<file path="src/logic/flash_unlock_pkg.sv">
// Constants shared by the flash unlock and target address register block
package flash_unlock_pkg;

    localparam int unsigned DATA_W     = 32;
    localparam int unsigned APB_ADDR_W = 8;
    localparam int unsigned STRB_W     = 4;

    // Register byte offsets
    localparam logic [7:0] KEY_OFFSET  = 8'h00;
    localparam logic [7:0] ADDR_OFFSET = 8'h04;
    localparam logic [7:0] CTRL_OFFSET = 8'h08;

    // Values after reset
    localparam logic [31:0] KEY_RESET  = 32'h00000000;
    localparam logic [31:0] ADDR_RESET = 32'h00000000;
    localparam logic [31:0] READ_ZERO  = 32'h00000000;

    // Control and status field positions
    localparam int unsigned CTRL_OP_LSB   = 0;
    localparam int unsigned CTRL_OP_W     = 3;
    localparam int unsigned CTRL_START    = 15;
    localparam int unsigned STAT_UNLOCKED = 16;
    localparam int unsigned STAT_BUSY     = 17;
    localparam int unsigned STAT_DONE     = 18;
    localparam int unsigned STAT_ERR      = 19;

    // Default unlock keys, values arbitrary
    localparam logic [31:0] FIRST_KEY_DEFAULT  = 32'h5A5A0F0F;
    localparam logic [31:0] SECOND_KEY_DEFAULT = 32'hA5A5F0F0;

    // Default flash geometry in bytes
    localparam int unsigned WORD_BYTES_DEFAULT = 4;
    localparam int unsigned ROW_BYTES_DEFAULT  = 128;
    localparam int unsigned PAGE_BYTES_DEFAULT = 1024;

    typedef enum logic [2:0] {
        OP_NONE = 3'h0,
        OP_WORD = 3'h1,
        OP_ROW  = 3'h2,
        OP_PAGE = 3'h3,
        OP_CHIP = 3'h4
    } op_kind_t;

    typedef enum logic [2:0] {
        SEQ_LOCKED = 3'b001,
        SEQ_HALF   = 3'b010,
        SEQ_OPEN   = 3'b100
    } seq_state_t;

endpackage : flash_unlock_pkg

</file>
<file path="src/logic/flash_unlock_and_address_regs.sv">
// APB register block with unlock key, flash target address and operation launch
`timescale 1ns/1ps
`default_nettype none
// Function
// - Key register write-only, reads zero, resets zero
// - Key writes form the unlock sequence guarding flash
// - Target address register readable, writable, resets zero
// - Chip erase ignores the target address
// - Page erase uses address to pick page
// - Row program uses address to pick row
// - Word program uses address to pick word
module flash_unlock_and_address_regs #(
    parameter logic [31:0] FIRST_KEY  = flash_unlock_pkg::FIRST_KEY_DEFAULT,
    parameter logic [31:0] SECOND_KEY = flash_unlock_pkg::SECOND_KEY_DEFAULT,
    parameter int unsigned WORD_BYTES = flash_unlock_pkg::WORD_BYTES_DEFAULT,
    parameter int unsigned ROW_BYTES  = flash_unlock_pkg::ROW_BYTES_DEFAULT,
    parameter int unsigned PAGE_BYTES = flash_unlock_pkg::PAGE_BYTES_DEFAULT
) (
    input  wire logic        mclk,
    input  wire logic        rst,
    input  wire logic        ce,
    input  wire logic        psel,
    input  wire logic        penable,
    input  wire logic        pwrite,
    input  wire logic [7:0]  paddr,
    input  wire logic [31:0] pwdata,
    input  wire logic [3:0]  pstrb,
    output logic      [31:0] prdata,
    output logic             pready,
    output logic             pslverr,
    input  wire logic        op_done,
    output logic             op_start,
    output logic      [2:0]  op_kind,
    output logic      [31:0] op_addr
);

    ////////////////////////////////////////////////////////////////////////////
    // Parameter checks
    function automatic logic is_pow2(input int unsigned v);
        is_pow2 = (v != 0) && ((v & (v - 1)) == 0);
    endfunction : is_pow2

    if (!is_pow2(WORD_BYTES) || !is_pow2(ROW_BYTES) || !is_pow2(PAGE_BYTES) ||
        WORD_BYTES > ROW_BYTES || ROW_BYTES > PAGE_BYTES) begin : g_bad_geometry
        $error("Flash geometry must be powers of two with word <= row <= page");
    end

    ////////////////////////////////////////////////////////////////////////////
    // Helpers
    function automatic logic [31:0] align_down(input logic [31:0] a, input int unsigned bytes);
        logic [31:0] mask;
        mask = 32'(bytes - 1);
        align_down = a & ~mask;
    endfunction : align_down

    function automatic logic [31:0] target_of(input logic [2:0] kind, input logic [31:0] a);
        case (kind)
            flash_unlock_pkg::OP_WORD: target_of = align_down(a, WORD_BYTES);
            flash_unlock_pkg::OP_ROW:  target_of = align_down(a, ROW_BYTES);
            flash_unlock_pkg::OP_PAGE: target_of = align_down(a, PAGE_BYTES);
            default:                   target_of = 32'h00000000;
        endcase
    endfunction : target_of

    function automatic logic kind_valid(input logic [2:0] kind);
        kind_valid = (kind == flash_unlock_pkg::OP_WORD) || (kind == flash_unlock_pkg::OP_ROW) ||
                     (kind == flash_unlock_pkg::OP_PAGE) || (kind == flash_unlock_pkg::OP_CHIP);
    endfunction : kind_valid

    function automatic logic [31:0] merge_bytes(input logic [31:0] old_v, input logic [31:0] new_v,
                                                input logic [3:0] strb);
        logic [31:0] r;
        r = old_v;
        for (int i = 0; i < 4; i++) begin
            if (strb[i]) begin
                r[8*i +: 8] = new_v[8*i +: 8];
            end
        end
        merge_bytes = r;
    endfunction : merge_bytes

    ////////////////////////////////////////////////////////////////////////////
    // State
    logic        pready_q;
    logic        pready_d;
    logic        pslverr_q;
    logic        pslverr_d;
    logic [31:0] prdata_q;
    logic [31:0] prdata_d;
    logic [31:0] addr_q;
    logic [31:0] addr_d;
    logic [2:0]  op_sel_q;
    logic [2:0]  op_sel_d;
    logic        busy_q;
    logic        busy_d;
    logic        done_q;
    logic        done_d;
    logic        err_q;
    logic        err_d;
    logic        op_start_q;
    logic        op_start_d;
    logic [2:0]  op_kind_q;
    logic [2:0]  op_kind_d;
    logic [31:0] op_addr_q;
    logic [31:0] op_addr_d;

    logic        sel_key;
    logic        sel_addr;
    logic        sel_ctrl;
    logic        mapped;
    logic        commit;
    logic        key_write;
    logic        consume;
    logic        unlocked;
    logic [31:0] status_word;

    ////////////////////////////////////////////////////////////////////////////
    // Unlock sequence
    unlock_sequencer #(
        .FIRST_KEY  (FIRST_KEY),
        .SECOND_KEY (SECOND_KEY)
    ) u_unlock (
        .mclk      (mclk),
        .rst       (rst),
        .ce        (ce),
        .key_write (key_write),
        .key_whole (&pstrb),
        .key_value (pwdata),
        .consume   (consume),
        .unlocked  (unlocked)
    );

    ////////////////////////////////////////////////////////////////////////////
    // Decode
    assign sel_key   = (paddr == flash_unlock_pkg::KEY_OFFSET);
    assign sel_addr  = (paddr == flash_unlock_pkg::ADDR_OFFSET);
    assign sel_ctrl  = (paddr == flash_unlock_pkg::CTRL_OFFSET);
    assign mapped    = sel_key | sel_addr | sel_ctrl;
    assign commit    = psel & penable & pready_q;
    assign key_write = commit & pwrite & sel_key;

    always_comb begin
        status_word = flash_unlock_pkg::READ_ZERO;
        status_word[flash_unlock_pkg::CTRL_OP_LSB +: flash_unlock_pkg::CTRL_OP_W] = op_sel_q;
        status_word[flash_unlock_pkg::STAT_UNLOCKED] = unlocked;
        status_word[flash_unlock_pkg::STAT_BUSY]     = busy_q;
        status_word[flash_unlock_pkg::STAT_DONE]     = done_q;
        status_word[flash_unlock_pkg::STAT_ERR]      = err_q;
    end

    ////////////////////////////////////////////////////////////////////////////
    // Next values
    always_comb begin
        pready_d   = psel & penable & ~pready_q;
        pslverr_d  = psel & penable & ~pready_q & ~mapped;
        prdata_d   = flash_unlock_pkg::READ_ZERO;
        addr_d     = addr_q;
        op_sel_d   = op_sel_q;
        busy_d     = busy_q;
        done_d     = done_q;
        err_d      = err_q;
        op_start_d = 1'b0;
        op_kind_d  = op_kind_q;
        op_addr_d  = op_addr_q;
        consume    = 1'b0;

        if (pready_d && !pwrite) begin
            if (sel_addr) begin
                prdata_d = addr_q;
            end else if (sel_ctrl) begin
                prdata_d = status_word;
            end else begin
                prdata_d = flash_unlock_pkg::READ_ZERO;
            end
        end

        if (commit && pwrite && sel_addr) begin
            addr_d = merge_bytes(addr_q, pwdata, pstrb);
        end

        if (commit && pwrite && sel_ctrl) begin
            if (pstrb[0]) begin
                op_sel_d = pwdata[flash_unlock_pkg::CTRL_OP_LSB +: flash_unlock_pkg::CTRL_OP_W];
            end
            if (pstrb[2] && pwdata[flash_unlock_pkg::STAT_DONE]) begin
                done_d = 1'b0;
            end
            if (pstrb[2] && pwdata[flash_unlock_pkg::STAT_ERR]) begin
                err_d = 1'b0;
            end
            if (pstrb[1] && pwdata[flash_unlock_pkg::CTRL_START]) begin
                if (unlocked && !busy_q && kind_valid(op_sel_d)) begin
                    op_start_d = 1'b1;
                    busy_d     = 1'b1;
                    consume    = 1'b1;
                    op_kind_d  = op_sel_d;
                    op_addr_d  = target_of(op_sel_d, addr_q);
                end else begin
                    err_d = 1'b1;
                end
            end
        end

        if (op_done && busy_q) begin
            busy_d = 1'b0;
            done_d = 1'b1;
        end
    end

    ////////////////////////////////////////////////////////////////////////////
    // Registers
    always_ff @(posedge mclk or posedge rst) begin
        if (rst) begin
            pready_q   <= 1'b0;
            pslverr_q  <= 1'b0;
            prdata_q   <= flash_unlock_pkg::READ_ZERO;
            addr_q     <= flash_unlock_pkg::ADDR_RESET;
            op_sel_q   <= flash_unlock_pkg::OP_NONE;
            busy_q     <= 1'b0;
            done_q     <= 1'b0;
            err_q      <= 1'b0;
            op_start_q <= 1'b0;
            op_kind_q  <= flash_unlock_pkg::OP_NONE;
            op_addr_q  <= flash_unlock_pkg::ADDR_RESET;
        end else if (ce) begin
            pready_q   <= pready_d;
            pslverr_q  <= pslverr_d;
            prdata_q   <= prdata_d;
            addr_q     <= addr_d;
            op_sel_q   <= op_sel_d;
            busy_q     <= busy_d;
            done_q     <= done_d;
            err_q      <= err_d;
            op_start_q <= op_start_d;
            op_kind_q  <= op_kind_d;
            op_addr_q  <= op_addr_d;
        end
    end

    ////////////////////////////////////////////////////////////////////////////
    // Outputs
    assign prdata   = prdata_q;
    assign pready   = pready_q;
    assign pslverr  = pslverr_q;
    assign op_start = op_start_q;
    assign op_kind  = op_kind_q;
    assign op_addr  = op_addr_q;

endmodule : flash_unlock_and_address_regs
`default_nettype wire

</file>
<file path="src/logic/unlock_sequencer.sv">
// Two-key unlock sequence that gates flash modification
`timescale 1ns/1ps
`default_nettype none
module unlock_sequencer #(
    parameter logic [31:0] FIRST_KEY  = flash_unlock_pkg::FIRST_KEY_DEFAULT,
    parameter logic [31:0] SECOND_KEY = flash_unlock_pkg::SECOND_KEY_DEFAULT
) (
    input  wire logic        mclk,
    input  wire logic        rst,
    input  wire logic        ce,
    input  wire logic        key_write,
    input  wire logic        key_whole,
    input  wire logic [31:0] key_value,
    input  wire logic        consume,
    output logic             unlocked
);

    flash_unlock_pkg::seq_state_t state_q;
    flash_unlock_pkg::seq_state_t state_d;

    ////////////////////////////////////////////////////////////////////////////
    // Next state
    always_comb begin
        state_d = state_q;
        if (consume) begin
            state_d = flash_unlock_pkg::SEQ_LOCKED;
        end else if (key_write) begin
            case (state_q)
                flash_unlock_pkg::SEQ_HALF: begin
                    state_d = (key_whole && key_value == SECOND_KEY) ?
                              flash_unlock_pkg::SEQ_OPEN : flash_unlock_pkg::SEQ_LOCKED;
                end
                default: begin
                    state_d = (key_whole && key_value == FIRST_KEY) ?
                              flash_unlock_pkg::SEQ_HALF : flash_unlock_pkg::SEQ_LOCKED;
                end
            endcase
        end
    end

    always_ff @(posedge mclk or posedge rst) begin
        if (rst) begin
            state_q <= flash_unlock_pkg::SEQ_LOCKED;
        end else if (ce) begin
            state_q <= state_d;
        end
    end

    assign unlocked = (state_q == flash_unlock_pkg::SEQ_OPEN);

endmodule : unlock_sequencer
`default_nettype wire

</file>
<file path="config.mk">
export PLATFORM = sky130hd
export DESIGN_NAME = flash_unlock_and_address_regs
export DESIGN_NICKNAME = d
export VERILOG_FILES = /design/src/logic/flash_unlock_pkg.sv /design/src/logic/flash_unlock_and_address_regs.sv /design/src/logic/unlock_sequencer.sv
export SDC_FILE = /design/constraint.sdc
export NUM_CORES = 1
export LEC_CHECK = 0
export ABC_AREA = 1
export ABC_CLOCK_PERIOD_IN_PS = 7850
export BUFFER_PORTS_ARGS = -buffer_cell sky130_fd_sc_hd__buf_2
export CAP_MARGIN = 30
export CORE_MARGIN = 2
export CORE_UTILIZATION = 40
export DETAILED_ROUTE_END_ITERATION = 10
export SYNTH_ARGS = -nofsm -noshare
export SYNTH_HDL_FRONTEND = slang
export SYNTH_SLANG_ARGS = --single-unit
export TNS_END_PERCENT = 30
</file>
<file path="constraint.sdc">
create_clock -name mclk -period 7.85 [get_ports mclk]
set_input_delay 1.1775 -clock mclk [delete_from_list [all_inputs] [get_ports mclk]]
set_output_delay 1.1775 -clock mclk [all_outputs]
set_load 0.02 [all_outputs]
</file>
==> results by group, run 1 <==
STA
  • Period Utilization, post-route: 0.360
  • Slew Limit Fails: 0
  • Worst slew margin: 0.417
  • Final hold vios: 0
  • Setup violations, final: 0
  • Final min period: 2.82 ns
  • Peak Freq: between 0.3 and 0.4 GHz
  • Layout Skew: between 0.006 and 0.007 ns
  • RSZ-0062 raised after global routing: false
  • Worst slew pin tran: 0.875 ns
  • TNS Setup: 0 ns

Clocking
  • CTS Buf Count: 9
  • Worst-path clk slew: 0.07 ns
  • CTS tree: built
  • Root Buffer: clkbuf_16
  • Post-CTS setup buffers: 0
  • Hold-fix buffers at CTS: 0
  • Post-CTS sizing: 0
  • Worst-skew pair later-pin latency: about 0.34 ns
  • CTS Sinks: 109
  • H-tree depth: 3
  • Clk buf depth: 2

Route
  • Via density: 4.92
  • DRT antenna net count: 0
  • Vias post-DR: 4218
  • DR iter-0 viols: 273
  • DR WL/cell: 14.9 um
  • Drt drc: 0
  • Drt pass-1 iters: 5
  • Drt total wl: 12800 um

Critical path
  • Crit path capture: op_addr[8]
  • Worst Setup Start Kind: input pin
  • Crit Path Class: input pin to register
  • Reg2reg end: op_addr[8]
  • Crit-path cells: buf_2, inv_2, nand2_1, nand2_2, nand2_2, nand2_1, nand2_2, nand4_4, buf_12, nand2_1, o21ai_2
  • Crit end category: register
  • Crit path max fanout: 41
  • WP data required: 8.09 ns
  • Worst Setup SP: pstrb[0]
  • CP max stage cell: nand2_2
  • Critical R2R Launch: op_sel_q[2]
  • Worst-case reg-to-reg path depth: 9
  • Largest stage delay on the critical path: 0.37 ns
  • CP arrival: 3.06 ns
  • Flop-to-flop setup slack: 5.65 ns

Finish
  • Area growth, synth to finish: 19.8%
  • Share of layout cells above drive strength 1: 0.257
  • Final nets: 737
  • Diodes inserted: 0
  • Commonest non-fill, non-tap cell in the layout: nand2_1
  • Most frequent cells in the layout: nand2_1, buf_2, dfrtp_1
  • Final non-filler cell total: 858

Synthesis
  • Synth Area per Inst: 8.61 um^2
  • Synth warn: 0
  • Synth top area cells: dfrtp_1, nand2_1, nand3_1
  • Post-synthesis mux area share: 0
  • Register area share after synthesis: 0.551
  • Synth cell types: 29
  • Largest family of logic cells by synthesized area: simple AND/OR/NAND/NOR gates
  • Synth Area in Simple Gates: 0.262
  • Top FF cell, synth: dfrtp_1
  • Synthesis-stage register bit count: approximately 110
  • Post-Synth Adder-Cell Area: 0
  • Largest area contributor in the netlist: dfrtp_1
  • Synth Instances: 575
  • Async S/R FF share, synth: 1.00
  • EDFF count, synth: 0
  • XOR/XNOR share of the synthesized area: 0
  • Area share of the largest cell type after synthesis: 0.546
  • Cell Area, Synth: 4950 um^2
  • Compound-Gate Fraction of Synth Area: 0.109

Die
  • Chip Height: 115 um
  • Starting Density: 0.410
  • Core area: 12100 um^2
  • Die width: 115 um
  • Site Rows: 40
  • Die ar.: 13300 um^2
  • I/O Pins: 121

Power
  • Peak supply drop: 0.0000910 V
  • Proportion of power drawn by combinational gates: 0.063
  • Pleak: 3.16 nW
  • P_sw: 0.250 mW
  • Clk pwr share: 0.397
  • Cell-internal power: 0.798 mW
  • Seq pwr share: 0.541
  • PwrDens: 177 nW/um^2
  • Switching share of power: 0.238

GRT
  • GRT overflow: 0
  • Initial antenna violation count: 0
  • Vias in the first global route: 4071
  • Gr usage total: 0.199
  • First-pass GRT wire length: approximately 20000 um
  • Largest net degree at the start of global routing: 73

Status
  • Status: complete, no violations

Placed design
  • HPWL Detailed: 9400 um
  • IO Port Bufs: 118
  • Placed Cells incl. Taps: 843
  • Routability cong.: between 0.9 and 1

Flow run
  • # Max-Cap Violations: 0

Hold path
  • Worst Hold Class: register to register
==> power groups by stage <==
stage / combinational [mW] / sequential, mW / clock, mW
6_report: 0.0658 / 0.567 / 0.415
5_1_grt: 0.0748 / 0.567 / 0.443
4_1_cts: 0.0672 / 0.566 / 0.422
3_5_place_dp: 0.0671 / 0.577 / 0
3_3_place_gp: 0.0637 / 0.577 / 0
2_1_floorplan: 0.0342 / 0.578 / 0
==> per-layer routing <==
layer / share of wire / track usage
met1: 0.46 / 0.274
met2: 0.45 / 0.315
met3: 0.067 / 0.0337
met4: 0.025 / 0.0795
met5: 0 / 0
==> worst min path at each step <==
| stage | endpoint | start | cells past startpoint | slack (ns) |
|---|---|---|---|---|
| 5_1_grt | prdata[14] | prdata[14] | 2 | 0.50 |
| 6_report | prdata[22] | prdata[22] | 2 | 0.48 |
| 3_5_place_dp | prdata[9] | prdata[9] | 2 | 0.46 |
| 4_1_cts | prdata[22] | prdata[22] | 2 | 0.48 |
| 2_1_floorplan | addr_q[3] | addr_q[3] | 2 | 0.45 |
| 3_3_place_gp | prdata[23] | prdata[23] | 2 | 0.46 |
==> final cells by class <==
class	count	area (um^2)
fill	1184	6130
sequential	109	2730
multi-input combinational	382	1850
timing repair buffer	121	646
inverter	63	240
clock buffer	12	236
tap	168	210
clock inverter	3	22.5
==> registers in the layout (all words and copies together) (netlist names) <==
name and cells:
op_addr 30, op_sel_q 3, u_unlock.state_q 3, op_start 1, done_q 1, op_kind 3
prdata 32, err_q 1, busy_q 1, pslverr 1, addr_q 32, pready 1
==> Yosys cell counts (all sizes together), types with 2 or more instances <==
master  instances
o21ai          70
inv            61
buf            10
nor2           37
clkinv          2
clkbuf         12
a22o            7
nand3          52
nor3            2
nand2         191
nand4          14
dfrtp         108
o211ai          2
nand3b          2
==> metrics by stage <==
stage	instance area (um^2)	worst slack, ns	util	total power [mW]	hold slack, ns
4_1_cts	5930	5.04	0.492	1.06	0.484
5_1_grt	5930	4.87	0.492	1.08	0.503
3_5_place_dp	5670	4.67	0.470	0.644	0.461
3_3_place_gp	5620	4.46	0.466	0.641	0.459
6_report	5930	5.03	0.492	1.05	0.478
2_1_floorplan	4950	3.80	-	0.612	0.453
==> critical path, delay by kind of cell <==
| kind | cells | cell delay [ns] |
|---|---|---|
| compound gates | 1 | 0.05 |
| buf+inv | 3 | 0.54 |
| simple gates | 7 | 1.26 |
==> cell families after synthesis <==
logic type | count (synthesis)
buffers and inverters | 85
AOI/OAI and AO/OA | 82
other | 1
DFF | 109
and+or+nand+nor | 298
No activity file was read; power rests on OpenSTA's default activity.
==> run 2: changes to the inputs <==
--- a/config.mk
+++ b/config.mk
@@ -6,12 +6,13 @@
 export NUM_CORES = 1
 export LEC_CHECK = 0
 export ABC_AREA = 1
-export ABC_CLOCK_PERIOD_IN_PS = 7850
+export ABC_CLOCK_PERIOD_IN_PS = 2550
 export BUFFER_PORTS_ARGS = -buffer_cell sky130_fd_sc_hd__buf_2
 export CAP_MARGIN = 30
 export CORE_MARGIN = 2
 export CORE_UTILIZATION = 40
 export DETAILED_ROUTE_END_ITERATION = 10
+export PLACE_DENSITY = 0.65
 export SYNTH_ARGS = -nofsm -noshare
 export SYNTH_HDL_FRONTEND = slang
 export SYNTH_SLANG_ARGS = --single-unit
==> constraint.sdc (replaced) <==
create_clock -name mclk -period 2.55 [get_ports mclk]
set_input_delay 0.3825 -clock mclk [delete_from_list [all_inputs] [get_ports mclk]]
set_output_delay 0.3825 -clock mclk [all_outputs]
set_load 0.02 [all_outputs]
==> run 2 against run 1 <==
Net effect:
- clock skew rose by 0.0034 ns
- core utilization grew 0.46 points
- worst hold slack lost 0.32 ns
- cell count up 0.58%
- wire length decreased by 2.5%
- sequential cell count is the same
- final area is 0.93% higher
- non-clock buffer count increased by 3
- worst setup slack worse by 4.2 ns
==> results by group, run 2 (synthesis results as in run 1) <==
Status
  • Status: complete, no violations

Critical path
  • Crit-path cells: nand2_1, nand3b_1, nor2_1, nand4_4, buf_4, nand2_1, o21ai_2
  • Flop-to-flop setup slack: 0.84 ns (-4.81 ns)
  • Cell mode on critical path: nand2_1
  • Largest stage delay on the critical path: 0.43 ns (+0.06 ns)
  • Levels on crit path: 7 (-4)
  • WP data required: 2.77 ns (-5.32 ns)
  • Worst Setup Start Kind: register
  • Crit Path Class: register to register
  • Crit path capture: op_addr[19]
  • CP max stage cell: dfrtp_1
  • Cell family with most CP delay: simple AND/OR/NAND/NOR gates
  • Crit end category: register
  • Reg2reg end: op_addr[19]
  • Worst-case reg-to-reg path depth: 7 (-2)
  • CP arrival: 1.93 ns (-1.13 ns)
  • Worst Setup SP: pready
  • CP Buf/Inv Count: 1 (-2)
  • Crit path max fanout: 38 (-7.3%)
  • Critical R2R Launch: pready

Finish
  • Commonest non-fill, non-tap cell in the layout: nand2_1
  • Most frequent cells in the layout: nand2_1, buf_2, dfrtp_1
  • Share of layout cells above drive strength 1: 0.265 (+0.00861)
  • Final nets: 740 (+0.41%)
  • Area growth, synth to finish: 20.9%

GRT
  • GRT overflow: 0 (unchanged)
  • First-pass GRT wire length: 20300 um (about the same)
  • Initial antenna violation count: 1 (+1)
  • Largest net degree at the start of global routing: 110 (+51%)
  • Vias in the first global route: 4147 (+1.9%)
  • Gr usage total: 0.197 (-0.00164)

Power
  • Total power: 3.39 mW (+220%)
  • PwrDens: 566 nW/um^2 (+220%)
  • Peak supply drop: 0.000348 V (+280%)
  • Pleak: 3.19 nW (+0.85%)

STA
  • Worst slew margin: 0.600 (+0.183)
  • Final min period: roughly 1.7 ns
  • Slew Limit Fails: 0 (unchanged)
  • Peak Freq: 0.586 GHz
  • RSZ-0062 raised after global routing: false
  • Final hold vios: 0 (unchanged)
  • Period Utilization, post-route: 0.669
  • Hold slack: 0.157 ns (-0.321 ns)
  • Worst slew pin tran: 0.600 ns (-0.274 ns)
  • Layout Skew: 0.0104 ns (+0.00340 ns)
  • Setup violations, final: 0 (unchanged)
  • TNS Setup: 0 ns (unchanged)

Hold path
  • Worst Hold Class: input pin to asynchronous set/reset pin

Clocking
  • Worst-skew pair later-pin latency: 0.35 ns (about the same)
  • CTS Sinks: 109 (unchanged)
  • H-tree depth: 3 (unchanged)
  • Root Buffer: clkbuf_16
  • Hold-fix buffers at CTS: 0 (unchanged)
  • Post-CTS setup buffers: 0 (unchanged)
  • Clk buf depth: 2 (unchanged)
  • CTS tree: built
  • Worst-path clk slew: 0.07 ns (about the same)
  • CTS Buf Count: 9 (unchanged)
  • Post-CTS sizing: 0 (unchanged)

Die
  • I/O Pins: 121 (unchanged)
  • Site Rows: 40 (unchanged)
  • Chip Height: 115 um (unchanged)
  • Starting Density: 0.410 (unchanged)
  • Core area: 12100 um^2 (unchanged)
  • Die width: 115 um (unchanged)
  • Die ar.: 13300 um^2 (unchanged)

Placed design
  • IO Port Bufs: 118 (unchanged)
  • Routability cong.: 0.852 (-8.8%)
  • HPWL Detailed: 9240 um (-1.7%)

Route
  • DR iter-0 viols: 371 (+36%)
  • Drt pass-1 iters: 5 (unchanged)
  • DR WL/cell: 14.4 um (-3.1%)
  • Via density: 4.85 (-1.3%)
  • Vias post-DR: 4186 (-0.76%)
  • DRT antenna net count: 0 (unchanged)
  • Drt drc: 0 (unchanged)
  • Drt total wl: 12500 um (-2.5%)

Flow run
  • # Max-Cap Violations: 0 (unchanged)
## run 2: cell type report
type | instances | area, um^2
clock inverter | 6 | 68.8
clock buffer | 10 | 239
inverter | 63 | 241
timing repair buffer | 124 | 648
sequential | 109 | 2730
tap | 168 | 210
antenna | 1 | 2.50
multi-input combinational | 382 | 1850
fill | 1149 | 6080
## run 2: report_power, final
part           total [mW]  internal [mW]  switching [mW]
combinational       0.203         0.0595           0.143
sequential           1.74           1.74         0.00778
clock                1.44          0.798           0.646
total                3.39           2.59           0.797
## run 2: worst reg2reg max path, stage by stage (launching register included)
cell and delay [ns]:
dfrtp_1 0.43, nand2_1 0.13, nand3b_1 0.18, nor2_1 0.22, nand4_4 0.12, buf_4 0.28
nand2_1 0.17, o21ai_2 0.06
## run 2: worst min-delay path by stage
stage	cells after the start	end
finish	3	prdata[29]
global route	3	prdata[29]
CTS	3	prdata[29]
detailed placement	2	prdata[13]
global placement	2	prdata[22]
floorplan	2	addr_q[3]
## run 2: metal layers
layer	routed length (um)	share of wire	GRT usage	up-vias
met5	0	0	0	-
met4	110	0.0088	0.0707	0
met3	688	0.055	0.0374	9
met2	5850	0.47	0.317	116
met1	5810	0.47	0.269	1992
li1	-	-	-	2069
## run 2: through the flow
stage / instances / utilization / setup WS, ns / cell area, um^2
finish: 863 / 0.496 / 0.843 / 5980
global route: 862 / 0.496 / 0.662 / 5980
CTS: 862 / 0.496 / 0.842 / 5980
detailed placement: 846 / 0.470 / 0.680 / 5670
global placement: 846 / 0.470 / 0.727 / 5670
floorplan: 576 / - / 0.853 / 4960
